[src/csi_cfg.svh]
// Constants for the clocked serial interface: offsets, fields, resets.
// Assumes inclusion by bare name from package and modules.
`ifndef CSI_CFG_SVH
`define CSI_CFG_SVH
// ----------------------------------------
// Register offsets (16-bit I/O addresses)
// ----------------------------------------
`define CSI_OFS_CTRL      16'hFF70
`define CSI_OFS_MODE      16'hFF71
`define CSI_OFS_DATA_LO   16'hFF72
`define CSI_OFS_DATA_HI   16'hFF73
`define CSI_OFS_MASK      16'hFFE3
`define CSI_OFS_FLAG      16'hFFF3
// ----------------------------------------
// Field positions
// ----------------------------------------
`define CSI_BIT_PIN_EN    0
`define CSI_BIT_TRIG      1
`define CSI_BIT_SRC_LO    0
`define CSI_BIT_SRC_HI    1
`define CSI_BIT_EDGE      2
`define CSI_BIT_ORDER     3
`define CSI_BIT_IRQ       0
// ----------------------------------------
// Reset values and counts
// ----------------------------------------
`define CSI_RST_SRC       2'h0
`define CSI_RST_BIT       1'h0
`define CSI_BITS          4'h8
`define CSI_SRC_SLAVE     2'h0
`define CSI_SRC_TIMER     2'h1
`define CSI_SRC_LOW_DIV2  2'h2
`define CSI_SRC_LOW       2'h3
`endif

[src/csi_pkg.sv]
// Types for the clocked serial interface.
// Assumes csi_cfg.svh is on the include path.
`include "csi_cfg.svh"
package csi_pkg;
    typedef enum logic [1:0]
    {
        CSI_IDLE  = 2'b00,
        CSI_ARMED = 2'b01,
        CSI_RUN   = 2'b10
    } csi_state_t;
    typedef logic [1:0] csi_src_t;
endpackage

[src/csi_top.sv]
// Clocked serial interface: 8-bit shift engine, registers, ready pin.
// Assumes sync clock pin input already synchronous to REF_CLK_I.
// Assumes one strobe per cycle and data access only while idle.
// Functional notes
// - Sample-edge bit picks sync clock edge capturing input, per polarity.
// - Output bits launch on a fixed edge, not configurable.
// - Bit order bit: 1 MSB first, 0 LSB first; resets to 0.
// - Writing 1 to trigger starts the clock; writing 0 does nothing.
// - A data register access arms the engine; trigger needs it.
// - Trigger reads 1 until eight pulses done, then 0; resets 0.
// - Data register bits drive the serial output high or low.
// - Sampled input bits assemble into data registers; undefined at reset.
// - Interrupt mask enables request when 1; readable, resets 0.
// - Flag sets on each completed 8-bit transfer regardless of mask.
// - Writing 1 clears the flag; writing 0 leaves it.
// - Request stays high while flag set and mask enabled.
// - Source field: 11 low osc, 10 low/2, 01 timer, 00 slave.
// - Pin enable maps pins; ready used only in slave; resets 0.
// - Slave ready active after trigger; drops on first pulse or high access.
//
// The implementer's own choice: the strobed register port.
`timescale 1ns/1ns
`include "csi_cfg.svh"

module csi_top
    import csi_pkg::*;
#(
    parameter bit POS_POLARITY = 1'b0,
    parameter bit RDY_ACT_HIGH = 1'b0
)
(
    // Clock and reset
    input  wire logic        REF_CLK_I,
    input  wire logic        RSTN_I,
    // Register port
    input  wire logic [15:0] ADDR_I,
    input  wire logic [3:0]  WDATA_I,
    input  wire logic        WR_I,
    input  wire logic        RD_I,
    output logic [3:0]       RDATA_O,
    // Clock source ticks
    input  wire logic        LOW_TICK_I,
    input  wire logic        TMR_TICK_I,
    // Serial pins
    input  wire logic        SIN_I,
    output logic             SERIAL_OUTPUT_PIN_O,
    output logic             SERIAL_OUTPUT_PIN_OE_O,
    input  wire logic        SCLK_I,
    output logic             SCLK_O,
    output logic             SCLK_OE_O,
    output logic             SLAVE_READY_PIN_O,
    output logic             SLAVE_READY_PIN_OE_O,
    // Interrupt request and pin function
    output logic             IRQ_O,
    output logic             PIN_EN_O
);
    csi_state_t state_r;
    logic [7:0] shift_r;
    logic [3:0] cnt_r;
    logic [3:0] rdata_nxt;
    logic       pin_en_r;
    logic [1:0] src_r;
    logic       edge_r;
    logic       order_r;
    logic       mask_r;
    logic       flag_r;
    logic       rdy_r;
    logic       sclk_r;
    logic       sclk_in_r;
    logic       serial_output_pin_r;
    logic       half;
    logic       slave;
    logic       wr_ctrl;
    logic       wr_mode;
    logic       wr_lo;
    logic       wr_hi;
    logic       rd_lo;
    logic       rd_hi;
    logic       wr_flag;
    logic       wr_mask;
    logic       trig;
    logic       lvl;
    logic       tog;
    logic       m_rise;
    logic       m_fall;
    logic       s_rise;
    logic       s_fall;
    logic       busy;
    logic       step;
    logic       data_acc;
    logic       rdy_clr;
    logic       flag_clr;
    logic [7:0] shift_nxt;
    logic [7:0] msb_in;
    logic [7:0] lsb_in;
    logic       rise;
    logic       fall;
    logic       launch_edge;
    logic       sample_edge;
    logic       done;

    // ----------------------------------------
    // Decode
    // ----------------------------------------
    assign slave   = (src_r == `CSI_SRC_SLAVE);
    assign wr_ctrl = WR_I && (ADDR_I == `CSI_OFS_CTRL);
    assign wr_mode = WR_I && (ADDR_I == `CSI_OFS_MODE);
    assign wr_lo   = WR_I && (ADDR_I == `CSI_OFS_DATA_LO);
    assign wr_hi   = WR_I && (ADDR_I == `CSI_OFS_DATA_HI);
    assign rd_lo   = RD_I && (ADDR_I == `CSI_OFS_DATA_LO);
    assign rd_hi   = RD_I && (ADDR_I == `CSI_OFS_DATA_HI);
    assign wr_flag = WR_I && (ADDR_I == `CSI_OFS_FLAG);
    assign wr_mask = WR_I && (ADDR_I == `CSI_OFS_MASK);
    // Trigger honoured only once armed; a second trigger mid-run is ignored
    assign trig    = wr_ctrl && WDATA_I[`CSI_BIT_TRIG] && (state_r == CSI_ARMED);
    assign busy    = (state_r == CSI_RUN);
    // Reads arm the engine as well as writes
    assign data_acc = wr_lo || wr_hi || rd_lo || rd_hi;

    // ----------------------------------------
    // Clock generation and edge detection
    // ----------------------------------------
    // Divider runs while idle, so its phase at the trigger is arbitrary
    csi_clk_gen u_clk_gen
    (
        .clk_i      (REF_CLK_I),
        .rstn_i     (RSTN_I),
        .src_i      (src_r),
        .low_tick_i (LOW_TICK_I),
        .tmr_tick_i (TMR_TICK_I),
        .half_o     (half)
    );

    // ----------------------------------------
    // Edge detection
    // ----------------------------------------
    // Internal level tracks pin level; idle level high for negative polarity
    always_ff @(posedge REF_CLK_I)
    begin
        if (!RSTN_I)
            sclk_in_r <= ~POS_POLARITY;
        else
            sclk_in_r <= SCLK_I;
    end

    // Master edges named by the level the clock moves to at this edge
    assign tog      = half && !(cnt_r == `CSI_BITS && sclk_r == ~POS_POLARITY);
    assign m_rise   = tog && !sclk_r;
    assign m_fall   = tog && sclk_r;
    // Slave edges seen in the same cycle the pin level changes; harmless at the 1 MHz limit
    assign s_rise   = SCLK_I && !sclk_in_r;
    assign s_fall   = !SCLK_I && sclk_in_r;
    assign lvl      = slave ? SCLK_I : sclk_r;
    assign rise     = busy && (slave ? s_rise : m_rise);
    assign fall     = busy && (slave ? s_fall : m_fall);
    // Launch on the leading edge out of idle: falling when idle high
    assign launch_edge = POS_POLARITY ? rise : fall;
    // Edge select bit meaning flips with polarity
    assign sample_edge = (edge_r ^ POS_POLARITY) ? fall : rise;
    assign done        = (cnt_r == `CSI_BITS) && (lvl == ~POS_POLARITY) && busy;

    // Master clock toggles each half period, exactly eight pulses
    always_ff @(posedge REF_CLK_I)
    begin
        if (!RSTN_I)
            sclk_r <= ~POS_POLARITY;
        else if (state_r != CSI_RUN || slave)
            sclk_r <= ~POS_POLARITY;
        else if (tog)
            sclk_r <= ~sclk_r;
    end

    // ----------------------------------------
    // Engine state
    // ----------------------------------------
    // Run ends only once the clock is back at its idle level
    always_ff @(posedge REF_CLK_I)
    begin
        if (!RSTN_I)
            state_r <= CSI_IDLE;
        else
        begin
            case (state_r)
                CSI_IDLE:
                    if (data_acc)
                        state_r <= CSI_ARMED;
                CSI_ARMED:
                    if (trig)
                        state_r <= CSI_RUN;
                CSI_RUN:
                    if (done)
                        state_r <= CSI_IDLE;
                default:
                    state_r <= CSI_IDLE;
            endcase
        end
    end

    // Count sample edges; the first bit sits on the pin before the first edge
    always_ff @(posedge REF_CLK_I)
    begin
        if (!RSTN_I)
            cnt_r <= 4'h0;
        else if (trig)
            cnt_r <= 4'h0;
        else if (step)
            cnt_r <= cnt_r + 4'h1;
    end

    // ----------------------------------------
    // Shift data
    // ----------------------------------------
    // Bit order picks which end is the head; one chain serves both ways
    assign step   = sample_edge && (cnt_r != `CSI_BITS);
    assign msb_in = {shift_r[6:0], SIN_I};
    assign lsb_in = {SIN_I, shift_r[7:1]};
    for (genvar b = 0; b < 8; b++)
    begin : g_shift
        // Nibble write beats a shift; software must not write mid-run anyway
        assign shift_nxt[b] = ((b < 4) ? wr_lo : wr_hi) ? WDATA_I[b % 4]
                            : (step ? (order_r ? msb_in[b] : lsb_in[b]) : shift_r[b]);
    end
    // No reset: contents undefined until loaded or received
    always_ff @(posedge REF_CLK_I)
    begin
        shift_r <= shift_nxt;
    end

    // Output follows current head bit, updated on launch edges and at start
    always_ff @(posedge REF_CLK_I)
    begin
        if (!RSTN_I)
            serial_output_pin_r <= 1'b0;
        else if (trig || launch_edge)
            serial_output_pin_r <= order_r ? shift_r[7] : shift_r[0];
    end

    // ----------------------------------------
    // Control registers
    // ----------------------------------------
    always_ff @(posedge REF_CLK_I)
    begin
        if (!RSTN_I)
            pin_en_r <= `CSI_RST_BIT;
        else if (wr_ctrl)
            pin_en_r <= WDATA_I[`CSI_BIT_PIN_EN];
    end

    always_ff @(posedge REF_CLK_I)
    begin
        if (!RSTN_I)
        begin
            src_r   <= `CSI_RST_SRC;
            edge_r  <= `CSI_RST_BIT;
            order_r <= `CSI_RST_BIT;
        end
        else if (wr_mode)
        begin
            src_r   <= WDATA_I[`CSI_BIT_SRC_HI:`CSI_BIT_SRC_LO];
            edge_r  <= WDATA_I[`CSI_BIT_EDGE];
            order_r <= WDATA_I[`CSI_BIT_ORDER];
        end
    end

    always_ff @(posedge REF_CLK_I)
    begin
        if (!RSTN_I)
            mask_r <= `CSI_RST_BIT;
        else if (wr_mask)
            mask_r <= WDATA_I[`CSI_BIT_IRQ];
    end

    // Clear needs a one in the flag bit
    assign flag_clr = wr_flag && WDATA_I[`CSI_BIT_IRQ];
    // Completion beats a same-cycle clear
    always_ff @(posedge REF_CLK_I)
    begin
        if (!RSTN_I)
            flag_r <= `CSI_RST_BIT;
        else if (done)
            flag_r <= 1'b1;
        else if (flag_clr)
            flag_r <= 1'b0;
    end

    // Either edge kind counts as the first pulse
    assign rdy_clr = launch_edge || sample_edge || wr_hi || rd_hi;
    // Ready: set by trigger, dropped on first pulse or high nibble access
    always_ff @(posedge REF_CLK_I)
    begin
        if (!RSTN_I)
            rdy_r <= 1'b0;
        else if (trig && slave)
            rdy_r <= 1'b1;
        else if (rdy_clr)
            rdy_r <= 1'b0;
    end

    // ----------------------------------------
    // Read back
    // ----------------------------------------
    // Reads change no status bit except ready, which a high data read drops; only data reads arm the engine
    always_comb
    begin
        rdata_nxt = 4'h0;
        case (ADDR_I)
            `CSI_OFS_CTRL:    rdata_nxt = {2'h0, busy, pin_en_r};
            `CSI_OFS_MODE:    rdata_nxt = {order_r, edge_r, src_r};
            `CSI_OFS_DATA_LO: rdata_nxt = shift_r[3:0];
            `CSI_OFS_DATA_HI: rdata_nxt = shift_r[7:4];
            `CSI_OFS_MASK:    rdata_nxt = {3'h0, mask_r};
            `CSI_OFS_FLAG:    rdata_nxt = {3'h0, flag_r};
            default:          rdata_nxt = 4'h0;
        endcase
    end

    always_ff @(posedge REF_CLK_I)
    begin
        if (!RSTN_I)
            RDATA_O <= 4'h0;
        else if (RD_I)
            RDATA_O <= rdata_nxt;
    end

    // ----------------------------------------
    // Pins
    // ----------------------------------------
    assign SERIAL_OUTPUT_PIN_O    = serial_output_pin_r;
    assign SERIAL_OUTPUT_PIN_OE_O = pin_en_r;
    assign SCLK_O    = sclk_r;
    assign SCLK_OE_O = pin_en_r && !slave;
    // Ready level flips with the build option
    assign SLAVE_READY_PIN_O    = RDY_ACT_HIGH ? rdy_r : ~rdy_r;
    assign SLAVE_READY_PIN_OE_O = pin_en_r && slave;
    assign IRQ_O     = flag_r && mask_r;
    assign PIN_EN_O  = pin_en_r;
endmodule

[src/csi_clk_gen.sv]
// Master clock enable generator for the serial interface.
// Assumes one-cycle tick inputs from the oscillator and timer domains.
`timescale 1ns/1ns
`include "csi_cfg.svh"
module csi_clk_gen
    import csi_pkg::*;
(
    // Clock and reset
    input  wire logic         clk_i,
    input  wire logic         rstn_i,
    // Control
    input  wire csi_pkg::csi_src_t src_i,
    input  wire logic         low_tick_i,
    input  wire logic         tmr_tick_i,
    // Half-period pulse
    output logic              half_o
);
    logic div_r;
    logic raw;
    // ----------------------------------------
    // Source select and divide by two
    // ----------------------------------------
    always_comb
    begin
        case (src_i)
            `CSI_SRC_LOW:      raw = low_tick_i;
            `CSI_SRC_LOW_DIV2: raw = low_tick_i;
            `CSI_SRC_TIMER:    raw = tmr_tick_i;
            default:           raw = 1'b0;
        endcase
    end
    always_ff @(posedge clk_i)
    begin
        if (!rstn_i)
            div_r <= 1'b0;
        else if (raw)
            div_r <= ~div_r;
    end
    // Low osc and timer underflow: one tick per half period; halved low osc: every second tick
    assign half_o = (src_i == `CSI_SRC_LOW_DIV2) ? (raw & div_r) : raw;
endmodule

[config.mk]
export PLATFORM = sky130hd
export DESIGN_NAME = csi_top
export DESIGN_NICKNAME = d
export VERILOG_FILES = /design/src/csi_pkg.sv /design/src/csi_top.sv /design/src/csi_clk_gen.sv
export VERILOG_INCLUDE_DIRS = /design/src
export SDC_FILE = /design/constraint.sdc
export NUM_CORES = 1
export LEC_CHECK = 0
export ABC_AREA = 1
export ABC_CLOCK_PERIOD_IN_PS = 1700
export BUFFER_PORTS_ARGS = -buffer_cell sky130_fd_sc_hd__buf_4
export CAP_MARGIN = 15
export CORE_ASPECT_RATIO = 1.75
export CORE_MARGIN = 3
export CORE_UTILIZATION = 30
export DETAILED_ROUTE_END_ITERATION = 6
export SYNTH_ARGS = -nofsm -noshare
export SYNTH_HDL_FRONTEND = slang
export SYNTH_SLANG_ARGS = --single-unit
[constraint.sdc]
create_clock -name REF_CLK_I -period 1.7 [get_ports REF_CLK_I]
set_clock_uncertainty 0.2 [all_clocks]
set_input_delay 0.085 -clock REF_CLK_I [delete_from_list [all_inputs] [get_ports REF_CLK_I]]
set_output_delay 0.085 -clock REF_CLK_I [all_outputs]
set_load 0.01 [all_outputs]
==> After elaboration in Yosys (flattened, before gate mapping) <==
Cells that the tools add are included.
{ "totals": {"ff_bits": 30, "out_inout_bits": 12} }
{ "classes": {"n_eq_ne": 17, "addsub": 1, "mux": 40, "reduce_logical": 49, "bitwise_logic": 5} }
{ "op_table": {"columns": ["cell", "n"], "rows": [
  ["16-bit == test, second input constant", 6],
  ["1-bit two-way mux", 34],
  ["1-bit logical AND", 26],
  ["4-bit one-hot mux with 6 select lines", 1],
  ["1-bit logical OR", 8],
  ["2-bit nonzero test", 4],
  ["2-bit == test, second input constant", 3],
  ["2-bit two-way mux", 3],
  ["2-bit != test, second input constant", 3],
  ["2-bit one-hot mux with 3 select lines", 1],
  ["2-bit OR reduction", 3],
  ["1-bit zero test", 5],
  ["4-bit by 1-bit adder with 4-bit output, second input constant", 1],
  ["2-bit by 1-bit == test with 1-bit output, second input constant", 2],
  ["4-bit == test, second input constant", 1],
  ["2-bit zero test", 2],
  ["4-bit != test, second input constant", 1],
  ["1-bit inverter", 4],
  ["3-bit AND reduction", 1],
  ["2-bit by 1-bit != test with 1-bit output, second input constant", 1],
  ["1-bit one-hot mux with 2 select lines", 1],
  ["1-bit bitwise AND", 1]
]} }

==> Logic depth before layout (Yosys ltp) <==
{ "logic_depth": {"ltp_word": 15, "ltp_mapped": 11, "ltp_nobuf": 11} }

==> By module <==
From an unflattened synthesis, not the netlist that was laid out.
{ "hier_totals": {"cells_unflattened": 278, "area_unflattened_um2": 1969.4} }
{ "by_module_without_submodules": {"columns": ["module", "seq_area_each_um2", "cells_each", "n_inst", "area_per_inst_um2"], "rows": [
  ["csi_top", 660.6, 266, 1, 1890.6],
  ["csi_clk_gen", 20.0, 12, 1, 78.8]
]} }

==> Least setup slack after synthesis <==
No wires, ideal clock.
{ "synth_timing": {"path_type": "reg2reg", "from": "register cnt_r[0]", "to": "register shift_r[4], enable pin", "setup_slack_ns": -0.106, "path_buffers": 0, "required_time_ns": 1.192, "path_stages_with_launch": 8, "t_arrival_ns": 1.298, "period_less_slack_ns": 1.806, "cell_sequence": "dfxtp_1 > inv_1 > ha_1 > nand3_1 > nand4_2 > nand3_2 > nand3_2 > nand2_1"} }
{ "synth_between": {"elab_chain_cells": 10, "elab_cells_between_ends": 14, "classes_between": "2 x eq/ne; 3 x mux; 9 x reduce/logical"} }
{ "synth_rtl": {"columns": ["item", "line", "text"], "rows": [
  ["start, declared", "csi_top.sv:59", "logic [3:0] cnt_r;"],
  ["start signal, assigned", "csi_top.sv:207", "cnt_r <= cnt_r + 4'h1;"],
  ["4-bit == test (no line)", null, null],
  ["1-bit logical AND", "csi_top.sv:147", "assign tog = half && !(cnt_r == `CSI_BITS && sclk_r == ~POS_POLARITY);"],
  ["1-bit zero test", "csi_top.sv:147", null],
  ["1-bit logical AND", "csi_top.sv:147", null],
  ["1-bit logical AND, on equally long branches", "csi_top.sv:148, csi_top.sv:149", null],
  ["1-bit two-way mux, on equally long branches", "csi_top.sv:154, csi_top.sv:155", null],
  ["1-bit logical AND, on equally long branches", "csi_top.sv:154, csi_top.sv:155", null],
  ["1-bit two-way mux", "csi_top.sv:159", "assign sample_edge = (edge_r ^ POS_POLARITY) ? fall : rise;"],
  ["1-bit logical AND (*)", "csi_top.sv:214", "assign step = sample_edge && (cnt_r != `CSI_BITS);"],
  ["2-bit nonzero test (no line) (*)", null, null],
  ["end signal, assigned", "csi_top.sv:226", "shift_r <= shift_nxt;"],
  ["end, declared", "csi_top.sv:58", "logic [7:0] shift_r;"]
]} }
Every way passes the cells marked *; elsewhere a longest branch is shown, timed or not.
A chain may end at the register's enable or synchronous reset.

==> Worst setup path after layout <==
{ "layout_timing": {"from": "register src_r[0]", "to": "register shift_r[1], enable pin"} }
{ "layout_between": {"elab_chain_cells": 12, "elab_cells_between_ends": 18, "classes_between": "3 x eq/ne; 5 x mux; 1 x bitwise; 9 x reduce/logical"} }
{ "layout_rtl": {"columns": ["item", "line", "text"], "rows": [
  ["start, declared", "csi_top.sv:62", "logic [1:0] src_r;"],
  ["start signal, assigned", "csi_top.sv:253", "src_r <= `CSI_RST_SRC;"],
  ["start signal, assigned", "csi_top.sv:259", "src_r <= WDATA_I[`CSI_BIT_SRC_HI:`CSI_BIT_SRC_LO];"],
  ["2-bit == test", "csi_clk_gen.sv:25", "case (src_i)"],
  ["2-bit OR reduction (no line)", null, null],
  ["1-bit one-hot mux with 2 select lines", "csi_clk_gen.sv:25", null],
  ["1-bit bitwise AND", "csi_clk_gen.sv:40", "assign half_o = (src_i == `CSI_SRC_LOW_DIV2) ? (raw & div_r) : raw;"],
  ["1-bit two-way mux", "csi_clk_gen.sv:40", null],
  ["1-bit logical AND", "csi_top.sv:147", null],
  ["1-bit logical AND, on equally long branches", "csi_top.sv:148, csi_top.sv:149", null],
  ["1-bit two-way mux, on equally long branches", "csi_top.sv:154, csi_top.sv:155", null],
  ["1-bit logical AND, on equally long branches", "csi_top.sv:154, csi_top.sv:155", null],
  ["1-bit two-way mux (*)", "csi_top.sv:159", null],
  ["1-bit logical AND (*)", "csi_top.sv:214", null],
  ["2-bit nonzero test (no line) (*)", null, null]
]} }
Marked as above.

==> PnR_summary.wiki <==
{| class="wikitable"
! Metric !! Value
|-
| Largest stage delay on the critical path || 0.37 ns
|-
| Cell depth of the worst hold path || 6
|-
| Max Clk Rate || about 0.59 GHz
|-
| Reg-to-reg startpoint || src_r[0]
|-
| Layout overhead on the synthesized area || 39.4%
|-
| Worst slew margin relative to its limit || 73.1%
|-
| Final worst-path setup slack || 0.0151 ns
|-
| Worst setup slack for register-to-register paths || roughly 0.015 ns
|-
| Worst R2R Path Depth || 7
|-
| Number of antenna repair diodes || 0
|-
| Net Count, Synth || 300
|-
| Total Nets Final || ~370
|-
| CTS Buffer Depth || 2
|-
| Worst hold path startpoint || ADDR_I[4]
|-
| Class of the most critical setup path || flop to flop
|-
| Vias post-DR || slightly below 2k
|-
| Measured slew at the worst slew-check pin || about 0.40 ns
|-
| Share of final-layout standard cells stronger than drive strength 1 || 28.0%
|-
| Per-cell via count in the routed design || 4.77
|-
| Die H || 111 um
|-
| Number of routed nets with antenna violations || 0
|-
| Pin count of the biggest net entering global routing || 13
|-
| Post-route non-filler standard cell count || 414
|-
| Final count of hold timing violations || 0
|-
| Most frequent cells in the layout || nand2_1, buf_4, inv_1, nor2_1, dfxtp_1
|-
| GR Util All Layers || between 10% and 20%
|-
| Site Rows || 37
|-
| Clock network latency to the later pin of the worst-skew pair || 0.29 ns
|-
| Core region area || 5970 um2
|-
| Full die area || about 7300 um2
|-
| Startpoint type of the worst setup path || flop
|-
| Die Width || 66.0 um
|-
| Leading cell type in the layout, fill and taps excluded || nand2_1
|-
| Sequential share of the synthesized area || between 30% and 40%
|-
| Cells traversed along the worst timing path || nor2_4 -> nand2_2 -> o21bai_4 -> inv_2 -> a21oi_4 -> nand3_4 -> nand2_4
|-
| Total Power Consumption || roughly 0.0015 W
|-
| Placer congestion estimate || 0.906
|-
| Reported max-cap violation count || 0
|-
| Antenna violations before repair || 0
|-
| Clock tree from TritonCTS || yes
|-
| Slew Limit Fails || 0
|-
| WP buf/inv || 1
|-
| CTS buffer count || 5
|-
| Cell area after technology mapping || roughly 1900 um2
|-
| Pleak || 1.11 nW
|-
| Initial core utilization || 31.7%
|-
| Register bit total from synthesis || 30
|-
| RSZ-0062 raised after global routing || yes
|-
| Port Buffers || 39
|-
| Peak ir drop on the vdd network || 0.253 mV
|-
| Minimum period implied by the final worst setup slack || around 1.7 ns
|-
| Top cell family by delay on the critical path || simple AND/OR/NAND/NOR gates
|-
| Yosys cell types || 32
|-
| Number of DRC markers after the initial detailed-route iteration || 123
|-
| Data required time at the worst endpoint || 1.50 ns
|-
| Synthesized instance count || 270
|-
| Final number of setup-violating endpoints || 0
|-
| P per Cell Area || 573 nW/um2
|-
| Clock input transition at the sequential cells of the worst setup and hold paths || 0.07 ns
|-
| H-tree Lvls || 2
|-
| Number of ports placed on the die boundary || 40
|-
| Class of the tightest hold or removal check || input port to flop
|-
| Slowest CP cell || dfxtp_4
|-
| Total Routed Length || about 5.5 mm
|-
| Drt first pass iters || 4
|-
| Worst slack after detailed placement || -0.0410 ns
|-
| Average size of a mapped cell || ~7 um2
|-
| Final period util || 99.1%
|-
| Largest driver fanout on the critical path || 5
|-
| Type of destination of the critical path || flop
|-
| Gr ovfl total || 0
|-
| Number of global-route vias before repair || 1963
|-
| Yosys synthesis warning count || 0
|-
| Average detailed-routed wire length per instance || around 13 um
|-
| Clock sink count || 30
|-
| Clock Tree Root || clkbuf_8
|-
| # placed instances || 393
|-
| Endpoint of the worst register-to-register path || shift_r[1]
|-
| Detailed-route DRC error count || 0
|-
| CP Data Arrival Time || about 1.5 ns
|-
| Global-route wire length before repair || 9.21 mm
|-
| Result of the run || completed
|-
| Hold EP || mask_r
|-
| Detail Placement HPWL || 4.31 mm
|}
-- where the power goes --
part,switching [W],internal (W),leakage [nW]
clock,0.000308,0.000327,0.0482
combinational,0.0000718,0.0000732,0.809
sequential,0.00000197,0.000728,0.251
total,0.000382,0.00113,1.11
-- synthesized netlist by cell type, drive strengths merged --
library cell,count,area [um2]
nand4,8,56.3
a31o,1,8.76
ha,2,25.0
o31ai,1,7.51
nor2,39,188
inv,36,135
dfxtp,22,440
a31oi,7,43.8
edfxtp,8,240
nand3,26,183
clkbuf,2,7.51
o21ai,8,40.0
o211ai,1,7.51
a21oi,20,111
xor2,1,8.76
o21bai,1,11.3
nand3b,2,15.0
buf,2,12.5
a211oi,3,22.5
nor3,7,35.0
nand2,73,292
-- logic make-up (layout without fill, tap and decap cells) --
kind of cell	Yosys count	count (layout)	share of synthesized area [%]
adder cells (fa/ha/maj)	2	2	1.32
flip-flops	30	30	36.0
AND/OR/NAND/NOR	155	155	40.6
buffers and inverters	40	106	8.21
AO/OA/AOI/OAI	42	42	13.4
XOR/XNOR	1	1	0.463
-- tightest hold or removal path: cells and delay by family --
family | cells | cell delay (ns)
compound gates | 1 | 0.06
simple gates | 4 | 0.22
buf+inv | 1 | 0.08
-- registers in the layout, indices dropped and copies added (netlist names), 2 cells and up --
register and count:
shift_r 8, RDATA_O 4, cnt_r 4, src_r 2, state_r 2
-- cell type report --
type / count / area (um2)
Clock buffer: 7 / 86.3
Clock inverter: 1 / 5.00
Fill cell: 595 / 3340
Inverter: 36 / 135
Multi-Input combinational cell: 200 / 1130
Sequential cell: 30 / 688
Tap cell: 78 / 97.6
Timing Repair Buffer: 62 / 493
-- routing by layer --
layer  vias to the layer above  track usage [%]  part of all wire, %  wire [um]
met3                        11             2.94                  3.6        200
met2                        39             29.2                   56       3090
li1                       1027                -                    -          -
met5                         -                0                    0          0
met4                         0             8.55                  2.5        138
met1                       896             17.3                   38       2080
-- worst max-delay path by stage --
stage                  start         end  depth (start not counted)
global route        src_r[0]  shift_r[1]                          7
finish              src_r[0]  shift_r[1]                          7
global placement    src_r[1]  shift_r[7]                          7
detailed placement  src_r[1]  shift_r[7]                          7
CTS                 cnt_r[0]  shift_r[7]                          7
floorplan           cnt_r[0]  shift_r[4]                          7
-- per-stage QoR --
stage          util [%]  cell area (um2)  TNS (ns)  hold WS, ns
2_1_floorplan         -             1920         0      -0.0463
4_1_cts            43.1             2570    -0.100       0.0144
3_3_place_gp       39.7             2370         0        0.102
5_1_grt            44.1             2640    -0.407       0.0509
3_5_place_dp       39.7             2370    -0.318       0.0987
6_report           44.1             2640         0      0.00731
-- what timing repair did --
action                                  CTS  global route
endpoints found under the setup margin    8            15
buffers inserted                          0             2
pin swaps                                 0             6
endpoints found under the hold margin    18             0
hold buffers                             11             0
gates resized for setup                   2            13
Power figures use the tool's default switching activity.
